### src/logic/fpwc_pkg.sv
/*
 * constants of the flash-protect / watchdog configuration block: register
 * map, field positions, reset values, encodings and timing figures.
 * assumes a 200 MHz system clock and an avalon-mm register bus.
 */
// How it works
// code 0x69 refuses every direct flash access
// otherwise unlock byte must equal stored code
// master clock source RC or crystal selectable
// 4.096 or 4.000 MHz sets internal timing
// phrase count 4096/3072/2048/1024, beyond is unused
// class D drive is half-wave only
// overflow sets error flag, then hold or restart
// overflow time 125ms, 500ms, 2s or 4s
// host holds flash-disable low during playback
// host holds reset low until supply settles; the bench holds the active-high rst high for 6 cycles
// host starts commands only while busy_n high
// host sends direct access after power-up only
// direct mode left only by reset
// overflow errors readable until reset or power-down
package fpwc_pkg;
   // ***********************************************************
   // register map (byte addresses)
   // ***********************************************************
   localparam logic [4:0] OFS_CFG = 5'h00;
   localparam logic [4:0] OFS_CMD = 5'h04;
   localparam logic [4:0] OFS_STATUS = 5'h08;
   localparam logic [4:0] OFS_IRQ_STAT = 5'h0c;
   localparam logic [4:0] OFS_IRQ_CLR = 5'h10;
   localparam logic [4:0] OFS_IRQ_EN = 5'h14;
   localparam logic [4:0] OFS_PHRASE = 5'h18;
   localparam logic [4:0] OFS_VERSION = 5'h1c;

   // ***********************************************************
   // field positions
   // ***********************************************************
   localparam int CFG_CODE_LSB = 0;
   localparam int CFG_XTAL_BIT = 8;
   localparam int CFG_FREQ_BIT = 9;
   localparam int CFG_PHR_LSB = 10;
   localparam int CFG_ACT_BIT = 12;
   localparam int CFG_OVFT_LSB = 13;
   localparam int CFG_ROM_LSB = 16;
   localparam logic [31:0] CFG_MASK = 32'h00ff_7fff;
   localparam int CMD_UNLOCK_LSB = 0;
   localparam int CMD_PWRUP_BIT = 8;
   localparam int CMD_DIRECT_BIT = 9;
   localparam int CMD_PDWN_BIT = 10;
   localparam int CMD_WKICK_BIT = 11;
   localparam int CMD_RKICK_BIT = 12;
   localparam int PHR_VALID_BIT = 16;
   localparam int IRQ_WDOG = 0;
   localparam int IRQ_REC = 1;
   localparam int IRQ_REFUSED = 2;
   localparam int IRQ_DIRECT = 3;
   localparam int IRQ_W = 4;

   // ***********************************************************
   // reset values and encodings
   // ***********************************************************
   localparam logic [31:0] CFG_RESET = 32'h0000_0000;
   localparam logic [IRQ_W-1:0] IRQ_EN_RESET = 4'h0;
   localparam logic [7:0] LOCK_CODE = 8'h69;
   localparam logic [12:0] PHR_4096 = 13'h1000;
   localparam logic [12:0] PHR_3072 = 13'h0c00;
   localparam logic [12:0] PHR_2048 = 13'h0800;
   localparam logic [12:0] PHR_1024 = 13'h0400;

   // ***********************************************************
   // timing
   // ***********************************************************
   localparam int CLK_SYS_KHZ = 200000;
   localparam logic [12:0] MCLK_4096_KHZ = 13'h1000;
   localparam logic [12:0] MCLK_4000_KHZ = 13'h0fa0;
   localparam int OVF_MS_0 = 125;
   localparam int OVF_MS_1 = 500;
   localparam int OVF_MS_2 = 2000;
   localparam int OVF_MS_3 = 4000;
   localparam int BUSY_CYC = 4;

   typedef enum logic [1:0] {
      FPWC_PWDN = 2'b00,
      FPWC_PWRUP = 2'b01,
      FPWC_DIRECT = 2'b10
   } fpwc_state_e;
endpackage : fpwc_pkg

### src/logic/fpwc_tmr_if.sv
/*
 * carrier between the top module and an overflow timer.
 * assumes both ends run on clk_sys.
 */
`timescale 1ns/1ps
`default_nettype none
interface fpwc_tmr_if;
   logic ms_tick;
   logic run;
   logic kick;
   logic [12:0] limit;
   logic ovf;
   modport ctl (output ms_tick, output run, output kick, output limit, input ovf);
   modport tmr (input ms_tick, input run, input kick, input limit, output ovf);
endinterface : fpwc_tmr_if
`default_nettype wire

### src/logic/fpwc_top.sv
/*
 * configuration, flash-access gate and watchdog/recovery counters.
 * assumes an avalon-mm master on clk_sys and rst tied to the reset pin.
 */
`timescale 1ns/1ps
`default_nettype none
module fpwc_top #(
   parameter int CLK_KHZ = fpwc_pkg::CLK_SYS_KHZ,
   parameter int T0_MS = fpwc_pkg::OVF_MS_0,
   parameter int T1_MS = fpwc_pkg::OVF_MS_1,
   parameter int T2_MS = fpwc_pkg::OVF_MS_2,
   parameter int T3_MS = fpwc_pkg::OVF_MS_3
) (
   // clock and reset
   input wire logic clk_sys,
   input wire logic rst,
   // avalon-mm slave
   input wire logic [4:0] avs_address,
   input wire logic avs_read,
   input wire logic avs_write,
   input wire logic [3:0] avs_byteenable,
   input wire logic [31:0] avs_writedata,
   output logic [31:0] avs_readdata,
   output logic avs_waitrequest,
   // pins
   input wire logic flash_if_disable,
   output logic command_busy_n,
   output logic flash_if_active,
   output logic direct_flash_mode,
   output logic clk_src_xtal,
   output logic master_clock_freq,
   // interrupt
   output logic irq
);
   import fpwc_pkg::*;

   // elaboration checks
   generate
      if (CLK_KHZ < 4096) begin : g_bad_clk
         $error("system clock too slow for master clock model");
      end
      if (T3_MS < 1 || T3_MS > 8191 || T0_MS < 1) begin : g_bad_t
         $error("overflow times must lie in 1..8191 ms");
      end
   endgenerate

   // ***********************************************************
   // state
   // ***********************************************************
   fpwc_state_e st_r, st_nxt;
   logic [31:0] cfg_r, cfg_nxt;
   logic [IRQ_W-1:0] ist_r, ist_nxt, ien_r, ien_nxt;
   logic [11:0] phr_r, phr_nxt;
   logic [2:0] busy_r, busy_nxt;
   logic werr_r, werr_nxt, rerr_r, rerr_nxt;
   logic ack_r, ack_nxt;
   logic [31:0] rd_r, rd_nxt;
   logic [31:0] acc_r, acc_nxt;
   logic [12:0] mcnt_r, mcnt_nxt;
   logic ms_r, ms_nxt;
   logic dis_s1_r, dis_s2_r;

   fpwc_tmr_if wdog_if ();
   fpwc_tmr_if rec_if ();

   // ***********************************************************
   // pin synchroniser
   // ***********************************************************
   // flash-disable comes from the board, two flops before use
   always_ff @(posedge clk_sys or posedge rst) begin
      if (rst) begin
         dis_s1_r <= 1'b0;
         dis_s2_r <= 1'b0;
      end else begin
         dis_s1_r <= flash_if_disable;
         dis_s2_r <= dis_s1_r;
      end
   end

   // ***********************************************************
   // decoded configuration
   // ***********************************************************
   logic [7:0] code;
   logic [12:0] mclk_khz, phr_cnt, ovf_lim;
   assign code = cfg_r[CFG_CODE_LSB +: 8];
   assign mclk_khz = cfg_r[CFG_FREQ_BIT] ? MCLK_4000_KHZ : MCLK_4096_KHZ;

   // phrase table size and overflow interval selects
   always_comb begin
      case (cfg_r[CFG_PHR_LSB +: 2])
         2'b00: phr_cnt = PHR_4096;
         2'b01: phr_cnt = PHR_3072;
         2'b10: phr_cnt = PHR_2048;
         default: phr_cnt = PHR_1024;
      endcase
      case (cfg_r[CFG_OVFT_LSB +: 2])
         2'b00: ovf_lim = 13'(T0_MS);
         2'b01: ovf_lim = 13'(T1_MS);
         2'b10: ovf_lim = 13'(T2_MS);
         default: ovf_lim = 13'(T3_MS);
      endcase
   end

   // ***********************************************************
   // master clock model and millisecond tick
   // ***********************************************************
   // fractional accumulator gives the master-clock rate without a pll
   always_comb begin
      acc_nxt = acc_r + {19'h00000, mclk_khz};
      mcnt_nxt = mcnt_r;
      ms_nxt = 1'b0;
      if (acc_nxt >= 32'(CLK_KHZ)) begin
         acc_nxt = acc_nxt - 32'(CLK_KHZ);
         if (mcnt_r + 13'h0001 >= mclk_khz) begin
            mcnt_nxt = 13'h0000;
            ms_nxt = 1'b1;
         end else begin
            mcnt_nxt = mcnt_r + 13'h0001;
         end
      end
   end

   always_ff @(posedge clk_sys or posedge rst) begin
      if (rst) begin
         acc_r <= 32'h0000_0000;
         mcnt_r <= 13'h0000;
         ms_r <= 1'b0;
      end else begin
         acc_r <= acc_nxt;
         mcnt_r <= mcnt_nxt;
         ms_r <= ms_nxt;
      end
   end

   // ***********************************************************
   // bus decode
   // ***********************************************************
   logic wr_go, rd_go, busy;
   logic [31:0] bmask;
   assign wr_go = avs_write && ack_r;
   assign rd_go = avs_read && !ack_r;
   assign busy = (busy_r != 3'h0);
   assign bmask = {{8{avs_byteenable[3]}}, {8{avs_byteenable[2]}},
                   {8{avs_byteenable[1]}}, {8{avs_byteenable[0]}}};

   // one wait state: every access completes on its second edge
   assign avs_waitrequest = (avs_read || avs_write) && !ack_r;

   logic cmd_wr, c_pwrup, c_dir, c_pdwn, key_ok;
   logic [7:0] unlock;
   assign cmd_wr = wr_go && avs_address[4:2] == OFS_CMD[4:2] && !busy;
   assign unlock = avs_writedata[CMD_UNLOCK_LSB +: 8];
   assign c_pwrup = cmd_wr && avs_writedata[CMD_PWRUP_BIT];
   assign c_dir = cmd_wr && avs_writedata[CMD_DIRECT_BIT];
   assign c_pdwn = cmd_wr && avs_writedata[CMD_PDWN_BIT];
   assign key_ok = (code != LOCK_CODE) && (unlock == code);

   // ***********************************************************
   // counters
   // ***********************************************************
   logic run_ok, restart;
   // counters stop in direct mode: nothing may pull the part out of it
   assign run_ok = (st_r == FPWC_PWRUP);
   assign restart = cfg_r[CFG_ACT_BIT] && (wdog_if.ovf || rec_if.ovf);
   assign wdog_if.ms_tick = ms_r;
   assign wdog_if.run = run_ok;
   assign wdog_if.kick = restart || c_pwrup || (cmd_wr && avs_writedata[CMD_WKICK_BIT]);
   assign wdog_if.limit = ovf_lim;
   assign rec_if.ms_tick = ms_r;
   assign rec_if.run = run_ok;
   assign rec_if.kick = restart || c_pwrup || (cmd_wr && avs_writedata[CMD_RKICK_BIT]);
   assign rec_if.limit = ovf_lim;

   fpwc_ovf_timer u_wdog (
      .clk_sys(clk_sys),
      .rst(rst),
      .t(wdog_if.tmr)
   );

   fpwc_ovf_timer u_rec (
      .clk_sys(clk_sys),
      .rst(rst),
      .t(rec_if.tmr)
   );

   // ***********************************************************
   // control and registers
   // ***********************************************************
   logic [IRQ_W-1:0] ev;
   always_comb begin
      st_nxt = st_r;
      cfg_nxt = cfg_r;
      ien_nxt = ien_r;
      phr_nxt = phr_r;
      busy_nxt = busy ? busy_r - 3'h1 : 3'h0;
      werr_nxt = werr_r;
      rerr_nxt = rerr_r;
      ev = '0;
      // commands; direct mode swallows all of them
      if (cmd_wr && st_r != FPWC_DIRECT) begin
         busy_nxt = 3'(BUSY_CYC);
         if (c_pdwn) begin
            st_nxt = FPWC_PWDN;
            werr_nxt = 1'b0;
            rerr_nxt = 1'b0;
         end else if (c_dir) begin
            if (st_r == FPWC_PWRUP && key_ok && !dis_s2_r) begin
               st_nxt = FPWC_DIRECT;
               ev[IRQ_DIRECT] = 1'b1;
            end else begin
               ev[IRQ_REFUSED] = 1'b1;
            end
         end else if (c_pwrup) begin
            st_nxt = FPWC_PWRUP;
         end
      end
      // overflow sets flags after any clear, so the set wins
      if (wdog_if.ovf) begin
         werr_nxt = 1'b1;
         ev[IRQ_WDOG] = 1'b1;
      end
      if (rec_if.ovf) begin
         rerr_nxt = 1'b1;
         ev[IRQ_REC] = 1'b1;
      end
      // restart keeps the current state and kicks both counters, busy while it settles
      if (restart) begin
         busy_nxt = 3'(BUSY_CYC);
      end
      // register writes; configuration is frozen once powered up
      if (wr_go && avs_address[4:2] == OFS_CFG[4:2] && st_r == FPWC_PWDN) begin
         cfg_nxt = (cfg_r & ~(bmask & CFG_MASK)) | (avs_writedata & bmask & CFG_MASK);
      end
      if (wr_go && avs_address[4:2] == OFS_IRQ_EN[4:2] && avs_byteenable[0]) begin
         ien_nxt = avs_writedata[IRQ_W-1:0];
      end
      if (wr_go && avs_address[4:2] == OFS_PHRASE[4:2] && avs_byteenable[1:0] == 2'b11) begin
         phr_nxt = avs_writedata[11:0];
      end
      ist_nxt = ist_r;
      if (wr_go && avs_address[4:2] == OFS_IRQ_CLR[4:2] && avs_byteenable[0]) begin
         ist_nxt = ist_r & ~avs_writedata[IRQ_W-1:0];
      end
      ist_nxt = ist_nxt | ev;
      ack_nxt = (avs_read || avs_write) && !ack_r;
   end

   // read mux, captured on the first edge of a read
   always_comb begin
      rd_nxt = rd_r;
      if (rd_go) begin
         case (avs_address[4:2])
            OFS_CFG[4:2]: rd_nxt = cfg_r;
            OFS_STATUS[4:2]: rd_nxt = {24'h000000, 1'b1, cfg_r[CFG_XTAL_BIT], rerr_r, werr_r,
                                       dis_s2_r, !busy, st_r == FPWC_DIRECT,
                                       st_r != FPWC_PWDN}; // bit 7 half-wave
            OFS_IRQ_STAT[4:2]: rd_nxt = {28'h0000000, ist_r};
            OFS_IRQ_EN[4:2]: rd_nxt = {28'h0000000, ien_r};
            OFS_PHRASE[4:2]: rd_nxt = {15'h0000, {1'b0, phr_r} < phr_cnt, 4'h0, phr_r};
            OFS_VERSION[4:2]: rd_nxt = {24'h000000, cfg_r[CFG_ROM_LSB +: 8]};
            default: rd_nxt = 32'h0000_0000;
         endcase
      end
   end

   always_ff @(posedge clk_sys or posedge rst) begin
      if (rst) begin
         st_r <= FPWC_PWDN;
         cfg_r <= CFG_RESET;
         ist_r <= '0;
         ien_r <= IRQ_EN_RESET;
         phr_r <= 12'h000;
         busy_r <= 3'h0;
         werr_r <= 1'b0;
         rerr_r <= 1'b0;
         ack_r <= 1'b0;
         rd_r <= 32'h0000_0000;
      end else begin
         st_r <= st_nxt;
         cfg_r <= cfg_nxt;
         ist_r <= ist_nxt;
         ien_r <= ien_nxt;
         phr_r <= phr_nxt;
         busy_r <= busy_nxt;
         werr_r <= werr_nxt;
         rerr_r <= rerr_nxt;
         ack_r <= ack_nxt;
         rd_r <= rd_nxt;
      end
   end

   // ***********************************************************
   // outputs
   // ***********************************************************
   assign avs_readdata = rd_r;
   assign command_busy_n = !busy;
   assign direct_flash_mode = (st_r == FPWC_DIRECT);
   assign flash_if_active = (st_r != FPWC_PWDN) && !dis_s2_r;
   assign clk_src_xtal = cfg_r[CFG_XTAL_BIT];
   assign master_clock_freq = cfg_r[CFG_FREQ_BIT];
   assign irq = |(ist_r & ien_r);
endmodule : fpwc_top
`default_nettype wire

### src/logic/fpwc_ovf_timer.sv
/*
 * overflow timer counting millisecond ticks up to a limit.
 * assumes ms_tick is a one-cycle enable on clk_sys.
 */
`timescale 1ns/1ps
`default_nettype none
module fpwc_ovf_timer (
   // clock and reset
   input wire logic clk_sys,
   input wire logic rst,
   // control side
   fpwc_tmr_if.tmr t
);
   import fpwc_pkg::*;
   logic [12:0] cnt_r, cnt_nxt;
   logic ovf_r, ovf_nxt;

   // count ticks, wrap and pulse at the limit
   always_comb begin
      cnt_nxt = cnt_r;
      ovf_nxt = 1'b0;
      if (!t.run || t.kick) begin
         cnt_nxt = 13'h0000;
      end else if (t.ms_tick) begin
         if (cnt_r + 13'h0001 >= t.limit) begin
            cnt_nxt = 13'h0000;
            ovf_nxt = 1'b1;
         end else begin
            cnt_nxt = cnt_r + 13'h0001;
         end
      end
   end

   always_ff @(posedge clk_sys or posedge rst) begin
      if (rst) begin
         cnt_r <= 13'h0000;
         ovf_r <= 1'b0;
      end else begin
         cnt_r <= cnt_nxt;
         ovf_r <= ovf_nxt;
      end
   end

   assign t.ovf = ovf_r;
endmodule : fpwc_ovf_timer
`default_nettype wire

### config.mk
export PLATFORM = sky130hd
export DESIGN_NAME = fpwc_top
export DESIGN_NICKNAME = d
export VERILOG_FILES = /design/src/logic/fpwc_pkg.sv /design/src/logic/fpwc_tmr_if.sv /design/src/logic/fpwc_top.sv /design/src/logic/fpwc_ovf_timer.sv
export SDC_FILE = /design/constraint.sdc
export NUM_CORES = 1
export LEC_CHECK = 0
export ABC_AREA = 0
export BUFFER_PORTS_ARGS = -buffer_cell sky130_fd_sc_hd__buf_2
export CAP_MARGIN = 20
export CORE_MARGIN = 2
export CORE_UTILIZATION = 65
export DETAILED_ROUTE_END_ITERATION = 8
export GPL_TIMING_DRIVEN = 0
export PLACE_DENSITY = 0.87
export SLEW_MARGIN = 0
export SYNTH_ARGS = -nofsm -noshare
export SYNTH_HDL_FRONTEND = slang
export SYNTH_SLANG_ARGS = --single-unit
### constraint.sdc
create_clock -name clk_sys -period 8.8 [get_ports clk_sys]
set_clock_uncertainty 0.15 [all_clocks]
set_input_delay 1.76 -clock clk_sys [delete_from_list [all_inputs] [get_ports clk_sys]]
set_output_delay 1.76 -clock clk_sys [all_outputs]
set_load 0.01 [all_outputs]
==> results of run 1 <==
==> path summary, 6_finish.rpt <==
kind	start	endpoint	slack [ns]	depth (start not counted)
max	register	acc_r[30]	4.51	13
min in group asynchronous	rst	u_rec.cnt_r[12]	1.22	2
max in group asynchronous	rst	phr_r[6]	6.47	3
min	dis_s1_r	dis_s2_r	0.20	0
max reg2reg	register	acc_r[30]	4.51	13
min reg2reg	dis_s1_r	dis_s2_r	0.20	0
==> per-layer routing <==
| layer | up-vias | wire length (um) |
|---|---|---|
| met5 | - | 0 |
| met4 | 0 | 480 |
| met3 | 49 | 1180 |
| met2 | 262 | 10400 |
| met1 | 3454 | 8540 |
| li1 | 3327 | - |
==> worst max-delay path, cell delays in order (launching register included) <==
cell and delay (ns):
dfrtp_1 0.68, inv_1 0.27, ha_1 0.51, o21ai_2 0.16
a21oi_2 0.26, o2111ai_4 0.24, xor2_2 0.23, nor4_1 0.31
a211o_1 0.24, and3b_1 0.23, buf_6 0.15, nor3_2 0.38
nand4_1 0.17, xor2_1 0.18
==> power by group <==
part | switching [W] | total, W | internal, W | leakage, nW
registers | 0.000135 | 0.000931 | 0.000796 | 1.91
clock network | 0.000283 | 0.000732 | 0.000449 | 0.285
logic | 0.000448 | 0.000777 | 0.000329 | 2.47
==> metrics by stage <==
step / std cells / worst slack [ns] / hold slack [ns] / util
6_report: 1162 / 4.51 / 0.197 / 0.749
5_1_grt: 1162 / 4.19 / 0.211 / 0.749
4_1_cts: 1161 / 4.58 / 0.199 / 0.748
3_5_place_dp: 1130 / 4.65 / 0.186 / 0.704
3_3_place_gp: 1129 / 1.39 / 0.182 / 0.701
2_1_floorplan: 890 / 3.00 / 0.181 / -
==> logic make-up (layout without fill, tap and decap cells) <==
family,after synthesis,after routing,synth area share
adder cells (fa/ha/maj),45,45,0.0651
XOR/XNOR,83,83,0.0858
flip-flops,145,145,0.420
AND/OR/NAND/NOR,314,314,0.177
multiplexers,49,49,0.0634
other,1,9,0.000434
AO/OA/AOI/OAI,185,185,0.156
buffers and inverters,60,156,0.0323
==> cells in the mapped netlist, types with 20 or more instances <==
library cell and number:
nand2_1 102, clkbuf_1 20, mux2_2 46, dfrtp_1 145, nor2_1 69, nor3_1 20, a21oi_1 28, o21ai_0 56
xnor2_1 42, ha_1 45, nand3_1 34, xor2_1 39
==> cell type report <==
| cell class | instances | share of cell area |
|---|---|---|
| multi-input combinational | 685 | 0.485 |
| sequential | 145 | 0.369 |
| clock buffer | 20 | 0.0454 |
| timing repair buffer | 65 | 0.0356 |
| tap | 176 | 0.0224 |
| buffer | 40 | 0.0207 |
| clock inverter | 11 | 0.0141 |
| inverter | 20 | 0.00814 |
==> summary.txt, run 1 <==
largest area contributor in the netlist: dfrtp_1
Clock Tree Buf Depth: 2
met2 usage: 0.519
share of cells above drive strength 1: 0.183
synthesis-stage register bit count: 145
first-pass GRT wire length: 34800 um
Worst-path clk slew: 0.06 ns
PwrDens: 248 nW/um2
Die Area: 14200 um2
I/O Pins: 85
Sink Count: 145
Slew Limit Headroom: 0.538
ys flop type: dfrtp_1
Final min period: 4.29 ns
Post-synth ARST share: 1.00
multi-input logic area: 4770 um2
Resize count post-CTS: 0
top cell type's share of synthesized area: 0.420
Hold Vio Cnt, Final: 0
via count: 7092
FMAX: 0.233 GHz
finished layout cell area: 9840 um2
setup_tns: 0 ns
Remaining Overflow, GRT: 0
synthesized area per cell: 9.80 um2
Vias/cell: 6.10
initial antenna violation count: 0
startpoint class of the critical path: register
die width: 119 um
synth unique cells: 72
CTS tree: done
largest net degree at the start of global routing: 99
most frequent cells in the layout: 145 x dfrtp_1, 102 x nand2_1, 69 x nor2_1
detailed-route wire length: 20600 um
Worst VDD drop: 0.273 mV
routability cong.: 0.912
number of CTS-inserted buffers: 17
hold_buf cts: 0
Crit Path Class: register to register
die height: 119 um
Fillers: 888
Max Transition Viols Final: 0
routed len/inst: 17.7 um
met3 usage: 0.0575
worst min path class: register to register
Worst-Margin Slew: 0.694 ns
hpwl dp: 14100 um
Worst EP required: 8.95 ns
leak pwr: 4.66 nW
sequential fraction of the synthesis area: 0.420
register area: 3630 um2
CP arrival: 4.44 ns
H-tree levels: 4
maxcap violations: 0
status: complete, no violations
DRT Pass-1 Iters: 7
Core Region: 13100 um2
CTS root buf: clkbuf_16
gr usage total: 0.306
RSZ-0062 raised after global routing: no
Post-synth EDFFs: 0
met1 Track Usage GR: 0.388
Final ANT Viol Nets: 0
Post-Syn Instances: 882
Area Overhead vs Synth: 13.8%
vias in the first global route: 7056
Synth area leaders: dfrtp_1 42%, ha_1 6.5%, mux2_2 6.0%
GRT Max-Usage Layer: met2
DRT iter0 DRCs: 576
Crit Path Max Fanout: 12
FP Rows: 42
Antenna Cells: 0
commonest non-fill, non-tap cell in the layout: dfrtp_1
initial cell density of the core: 0.658
DP Area: 9240 um2
synth warn: 0
Critical Path End Type: register
Final #Nets: 1065
Buffers on Ports: 63
# setup viols final: 0
drt drc: 0
# Post-CTS Setup Buffers: 0
final period utilization: 0.488
Post-Syn Area: 8640 um2
total power: 0.00244 W
clk_lat worst skew: 0.43 ns
Note: power is estimated with default switching activity, not from simulation.
==> run 2, diff against run 1 <==
- CORE_UTILIZATION: 65 -> 54
- PLACE_DENSITY: 0.87 -> 0.77
- clock period: 8.8 -> 3.9 ns (I/O delays scaled with it)
==> summary.txt, run 2 (same netlist as run 1, synthesis figures left out) <==
status: complete, no violations
first-pass GRT wire length: 32500 um
CTS root buf: clkbuf_16
net switching share of the total power: 0.346
leak pwr: 4.78 nW
maxcap violations: 0
hpwl dp: 14100 um
worst min path class: register to register
setup_tns: 0 ns
switching pwr: 0.00200 W
CP arrival: 3.96 ns
initial cell density of the core: 0.548
initial antenna violation count: 0
DRT iter0 DRCs: 489
vias in the first global route: 6692
clk_lat worst skew: 0.43 ns
final period utilization: 0.980
drt drc: 0
hold_buf cts: 0
CP cell instances: buf_4 -> ha_1 -> buf_2 -> a21oi_1 -> a21oi_1 -> nor3_2 -> nor2b_1 -> o22a_2 -> a211o_1 -> and3b_1 -> buf_6 -> buf_4 -> nor2_1 -> mux2i_1 -> o21ai_0
Worst VDD drop: 0.536 mV
number of CTS-inserted buffers: 17
routed len/inst: 16.4 um
Remaining Overflow, GRT: 0
Core Region: 15800 um2
Final ANT Viol Nets: 0
Pint: 0.00379 W
register area: 3630 um2
multi-input logic area: 4900 um2
Crit Path Class: register to register
CTS tree: done
max incr delay on CP: 0.47 ns
Sink Count: 145
die width: 131 um
I/O Pins: 85
# setup viols final: 0
Clock power frac: 0.312
logic gate share of total power: 0.326
Seq pwr share: 0.362
Critical Path End Type: register
Crit Path Max Fanout: 10
via count: 7002
PwrDens: 566 nW/um2
commonest non-fill, non-tap cell in the layout: dfrtp_1
total power: 0.00580 W
Area Overhead vs Synth: 18.5%
detailed-route wire length: 20000 um
most frequent cells in the layout: 144 x dfrtp_1, 102 x nand2_1, 68 x nor2_1
register-to-register setup slack: 0.08 ns
Final #Nets: 1082
Final min period: 3.82 ns
FP Rows: 46
Slew Limit Headroom: 0.491
Non-Filler Instances: 1220
Worst-path clk slew: 0.06 ns
Placed Cells: 1172
gr usage total: 0.241
Buffers on Ports: 63
Hold Vio Cnt, Final: 0
Worst-Margin Slew: 0.762 ns
routability cong.: 0.868
FMAX: 0.262 GHz
slowest stage cell on the critical path: dfrtp_2
DRT Pass-1 Iters: 6
largest net degree at the start of global routing: 41
Fillers: 1276
die height: 131 um
Clock Tree Buf Depth: 2
share of cells above drive strength 1: 0.220
startpoint class of the critical path: register
Die Area: 17000 um2
Max Transition Viols Final: 0
H-tree levels: 4
Antenna Cells: 0
Vias/cell: 5.74
Worst EP required: 4.04 ns
Hold Worst Slack: 0.198 ns
run 2: metal layers:
metal / global-route usage / vias up / routed length [um]
li1: - / 3367 / -
met1: 0.316 / 3393 / 9060
met2: 0.397 / 202 / 9560
met3: 0.0493 / 40 / 918
met4: 0.0895 / 0 / 415
met5: 0 / - / 0
run 2: area by class of cell:
class | instances | area share
clock buffers | 17 | 0.0415
well taps | 216 | 0.0264
multi-input cells | 685 | 0.478
flip-flops and latches | 145 | 0.354
plain buffers | 40 | 0.0205
clock inverters | 15 | 0.0226
inverters | 20 | 0.00806
repair buffers | 82 | 0.0481
run 2: path summary, 6_finish.rpt:
| kind | cells after the start | from | endpoint |
|---|---|---|---|
| max in group asynchronous | 4 | rst | asynchronous set/reset pin |
| worst min-delay path | 0 | dis_s1_r | dis_s2_r |
| worst max register to register | 15 | register | mcnt_r[3] |
| worst max-delay path | 15 | register | mcnt_r[3] |
| worst min register to register | 0 | dis_s1_r | dis_s2_r |
| min in group asynchronous | 2 | rst | mcnt_r[12] |
run 2: critical path, delay by kind of cell, from the launching register on:
family / cells / cell delay, ns
muxes: 1 / 0.15
buffers and inverters: 4 / 0.71
and+or+nand+nor: 4 / 0.78
DFF: 1 / 0.47
adders and majority gates: 1 / 0.29
AOI/OAI and AO/OA: 5 / 1.11
run 2: power by group through the flow:
stage | registers (W) | clock network, W | logic, W
2_1_floorplan | 0.00204 | 0 | 0.00136
3_3_place_gp | 0.00209 | 0 | 0.00164
3_5_place_dp | 0.00210 | 0 | 0.00170
4_1_cts | 0.00208 | 0.00183 | 0.00174
5_1_grt | 0.00215 | 0.00188 | 0.00211
6_report | 0.00210 | 0.00181 | 0.00189
run 2: repair_timing:
action                                  CTS  global route
gates cloned                              0             0
setup buffers                             4            11
endpoints found under the setup margin   38            36
hold endpoints to repair                  0             0
resized for setup                         2            30
pin swaps                                 2            12
run 2: stage by stage:
stage	area, um2	setup WS [ns]	util
floorplan	8680	0.305	-
global placement	9260	-0.218	0.587
detailed placement	9320	-0.284	0.591
CTS	10000	0.0131	0.635
global route	10200	-0.0361	0.649
finish	10200	0.0781	0.649
==> run 3, diff against run 2 <==
- ABC_AREA: 0 -> 1
- CORE_UTILIZATION: 54 -> 50
- PLACE_DENSITY: 0.77 -> 0.71
==> summary.txt, run 3 <==
FMAX: 0.278 GHz
worst min path class: input pin to asynchronous set/reset pin
Sink Count: 145
Clock Tree Buf Depth: 2
commonest non-fill, non-tap cell in the layout: nand2_1
vias in the first global route: 8198
maxcap violations: 0
number of CTS-inserted buffers: 17
Worst-path clk slew: 0.06 ns
register area: 3630 um2
worst setup margin: 0.307 ns
DP Worst Slack: 0.157 ns
routed len/inst: 13.8 um
Buffers on Ports: 63
die width: 143 um
Worst EP required: 4.06 ns
Die Area: 20400 um2
share of cells above drive strength 1: 0.122
RSZ-0062 raised after global routing: no
gr usage total: 0.246
routability cong.: 0.908
via count: 8988
synthesis-stage register bit count: 145
Antenna Cells: 0
ys flop type: dfrtp_1
die height: 143 um
synthesized area per cell: 7.03 um2
Critical Path End Type: register
Crit Path Max Fanout: 11
Slew Limit Headroom: 0.354
Placed Cells: 1708
logic gate share of total power: 0.358
Seq pwr share: 0.345
Final min period: 3.59 ns
Synth area leaders: dfrtp_1 38%, nand2_1 17%, inv_1 7.0%
Final ANT Viol Nets: 0
DRT Pass-1 Iters: 5
CP arrival: 3.76 ns
Max Transition Viols Final: 0
switching pwr: 0.00233 W
largest area contributor in the netlist: dfrtp_1
Post-Syn Area: 9650 um2
synth warn: 0
Worst VDD drop: 0.277 mV
PwrDens: 522 nW/um2
final period utilization: 0.921
synth unique cells: 48
most numerous cell in the Yosys netlist: nand2_1
Non-Filler Instances: 1740
post-layout util: 0.586
Crit Path Class: register to register
register-to-register setup slack: 0.31 ns
clk_lat worst skew: 0.43 ns
Vias/cell: 5.17
H-tree levels: 4
Core Region: 18800 um2
Fillers: 1711
Pint: 0.00342 W
CTS tree: done
reg2reg path depth: 19
hpwl dp: 18500 um
crit path to: mcnt_r[2]
FP Rows: 50
initial antenna violation count: 0
most frequent cells after synthesis: 428 x nand2_1, 181 x inv_1, 145 x dfrtp_1
initial cell density of the core: 0.513
Post-synth EDFFs: 0
top cell type's share of synthesized area: 0.376
first-pass GRT wire length: 40100 um
Post-Syn Instances: 1373
# setup viols final: 0
Remaining Overflow, GRT: 0
FF-to-FF End: mcnt_r[2]
I/O Pins: 85
CTS root buf: clkbuf_16
setup_tns: 0 ns
largest net degree at the start of global routing: 41
Final #Nets: 1558
sequential fraction of the synthesis area: 0.376
Area Overhead vs Synth: 14.3%
drt drc: 0
most frequent cells in the layout: 428 x nand2_1, 180 x inv_1, 144 x dfrtp_1
startpoint class of the critical path: register
DRT iter0 DRCs: 685
Hold Vio Cnt, Final: 0
Worst-Margin Slew: 0.962 ns
leak pwr: 6.02 nW
total power: 0.00575 W
multi-input logic area: 5100 um2
status: complete, no violations
Post-synth ARST share: 1.00
detailed-route wire length: 24000 um
Clock power frac: 0.297
net switching share of the total power: 0.405
[run 3: changes by cell type after synthesis, sizes merged, moves of 17 or more]
| cell | previous run | this run |
|---|---|---|
| nand2 | 102 | 436 |
| inv | 20 | 206 |
| nand3 | 34 | 134 |
| nor2 | 69 | 117 |
| mux2 | 46 | 5 |
| xnor2 | 42 | 1 |
| o21ai | 60 | 81 |
| a32o | 18 | 0 |
| and3 | 18 | 0 |
| a21o | 20 | 3 |
[run 3: logic make-up (layout without fill, tap and decap cells)]
group,count (synthesis),after routing,synth area share
AND/OR/NAND/NOR,750,750,0.337
XOR/XNOR,36,36,0.0327
multiplexers,5,5,0.00583
AO/OA/AOI/OAI,154,154,0.0906
buffers and inverters,237,336,0.0989
other,1,9,0.000388
flip-flops,145,145,0.376
adder cells (fa/ha/maj),45,45,0.0583
[run 3: layer usage]
layer	vias up	share of wire	track usage
met5	-	0	0
met4	0	0.018	0.0745
met3	35	0.058	0.0463
met2	267	0.45	0.382
met1	4114	0.48	0.349
li1	4572	-	-
[run 3: power groups by stage]
stage               logic (W)  clock network, W  registers (W)
global route          0.00237           0.00180        0.00201
CTS                   0.00206           0.00175        0.00198
floorplan             0.00160                 0        0.00194
detailed placement    0.00204                 0        0.00200
finish                0.00206           0.00171        0.00198
global placement      0.00198                 0        0.00200
[run 3: worst min-delay path by stage]
stage                   from               to  slack, ns  cells past startpoint
floorplan           dis_s1_r         dis_s2_r       0.18                      0
global placement    dis_s1_r         dis_s2_r       0.18                      0
detailed placement  dis_s1_r         dis_s2_r       0.19                      0
CTS                      rst  u_wdog.cnt_r[2]       0.12                      2
global route             rst  u_wdog.cnt_r[2]       0.13                      2
finish                   rst  u_wdog.cnt_r[2]       0.13                      2
[run 3: area by class of cell]
cell class | count | share of cell area
clock inverters | 15 | 0.0177
flip-flops and latches | 145 | 0.329
well taps | 260 | 0.0295
plain buffers | 31 | 0.0164
clock buffers | 17 | 0.0386
repair buffers | 67 | 0.0358
inverters | 206 | 0.0704
multi-input cells | 999 | 0.462
[run 3: critical path, cell delays in order, from the launching register on]
cell      delay, ns
dfrtp_2        0.54
inv_1          0.24
ha_1           0.45
nand2_2        0.14
inv_2          0.03
nand2_1        0.05
nand2_1        0.11
inv_2          0.10
nand3_2        0.19
nand2_1        0.15
nand2_1        0.06
nand2_1        0.10
nand2_1        0.10
nor2_2         0.17
nand2_1        0.14
inv_2          0.11
nand3b_4       0.15
clkbuf_1       0.27
nand3_1        0.14
nand2_1        0.06
[run 3: per-stage QoR]
stage | hold slack, ns | cell area, um2
2_1_floorplan | 0.181 | 9690
3_3_place_gp | 0.184 | 10300
3_5_place_dp | 0.187 | 10400
4_1_cts | 0.120 | 11000
5_1_grt | 0.128 | 11000
6_report | 0.130 | 11000
[run 3: timing repair]
action                     CTS  global route
buffers inserted             0             0
resized for setup            0             1
hold buffers                 0             0
setup endpoints to repair    0            40
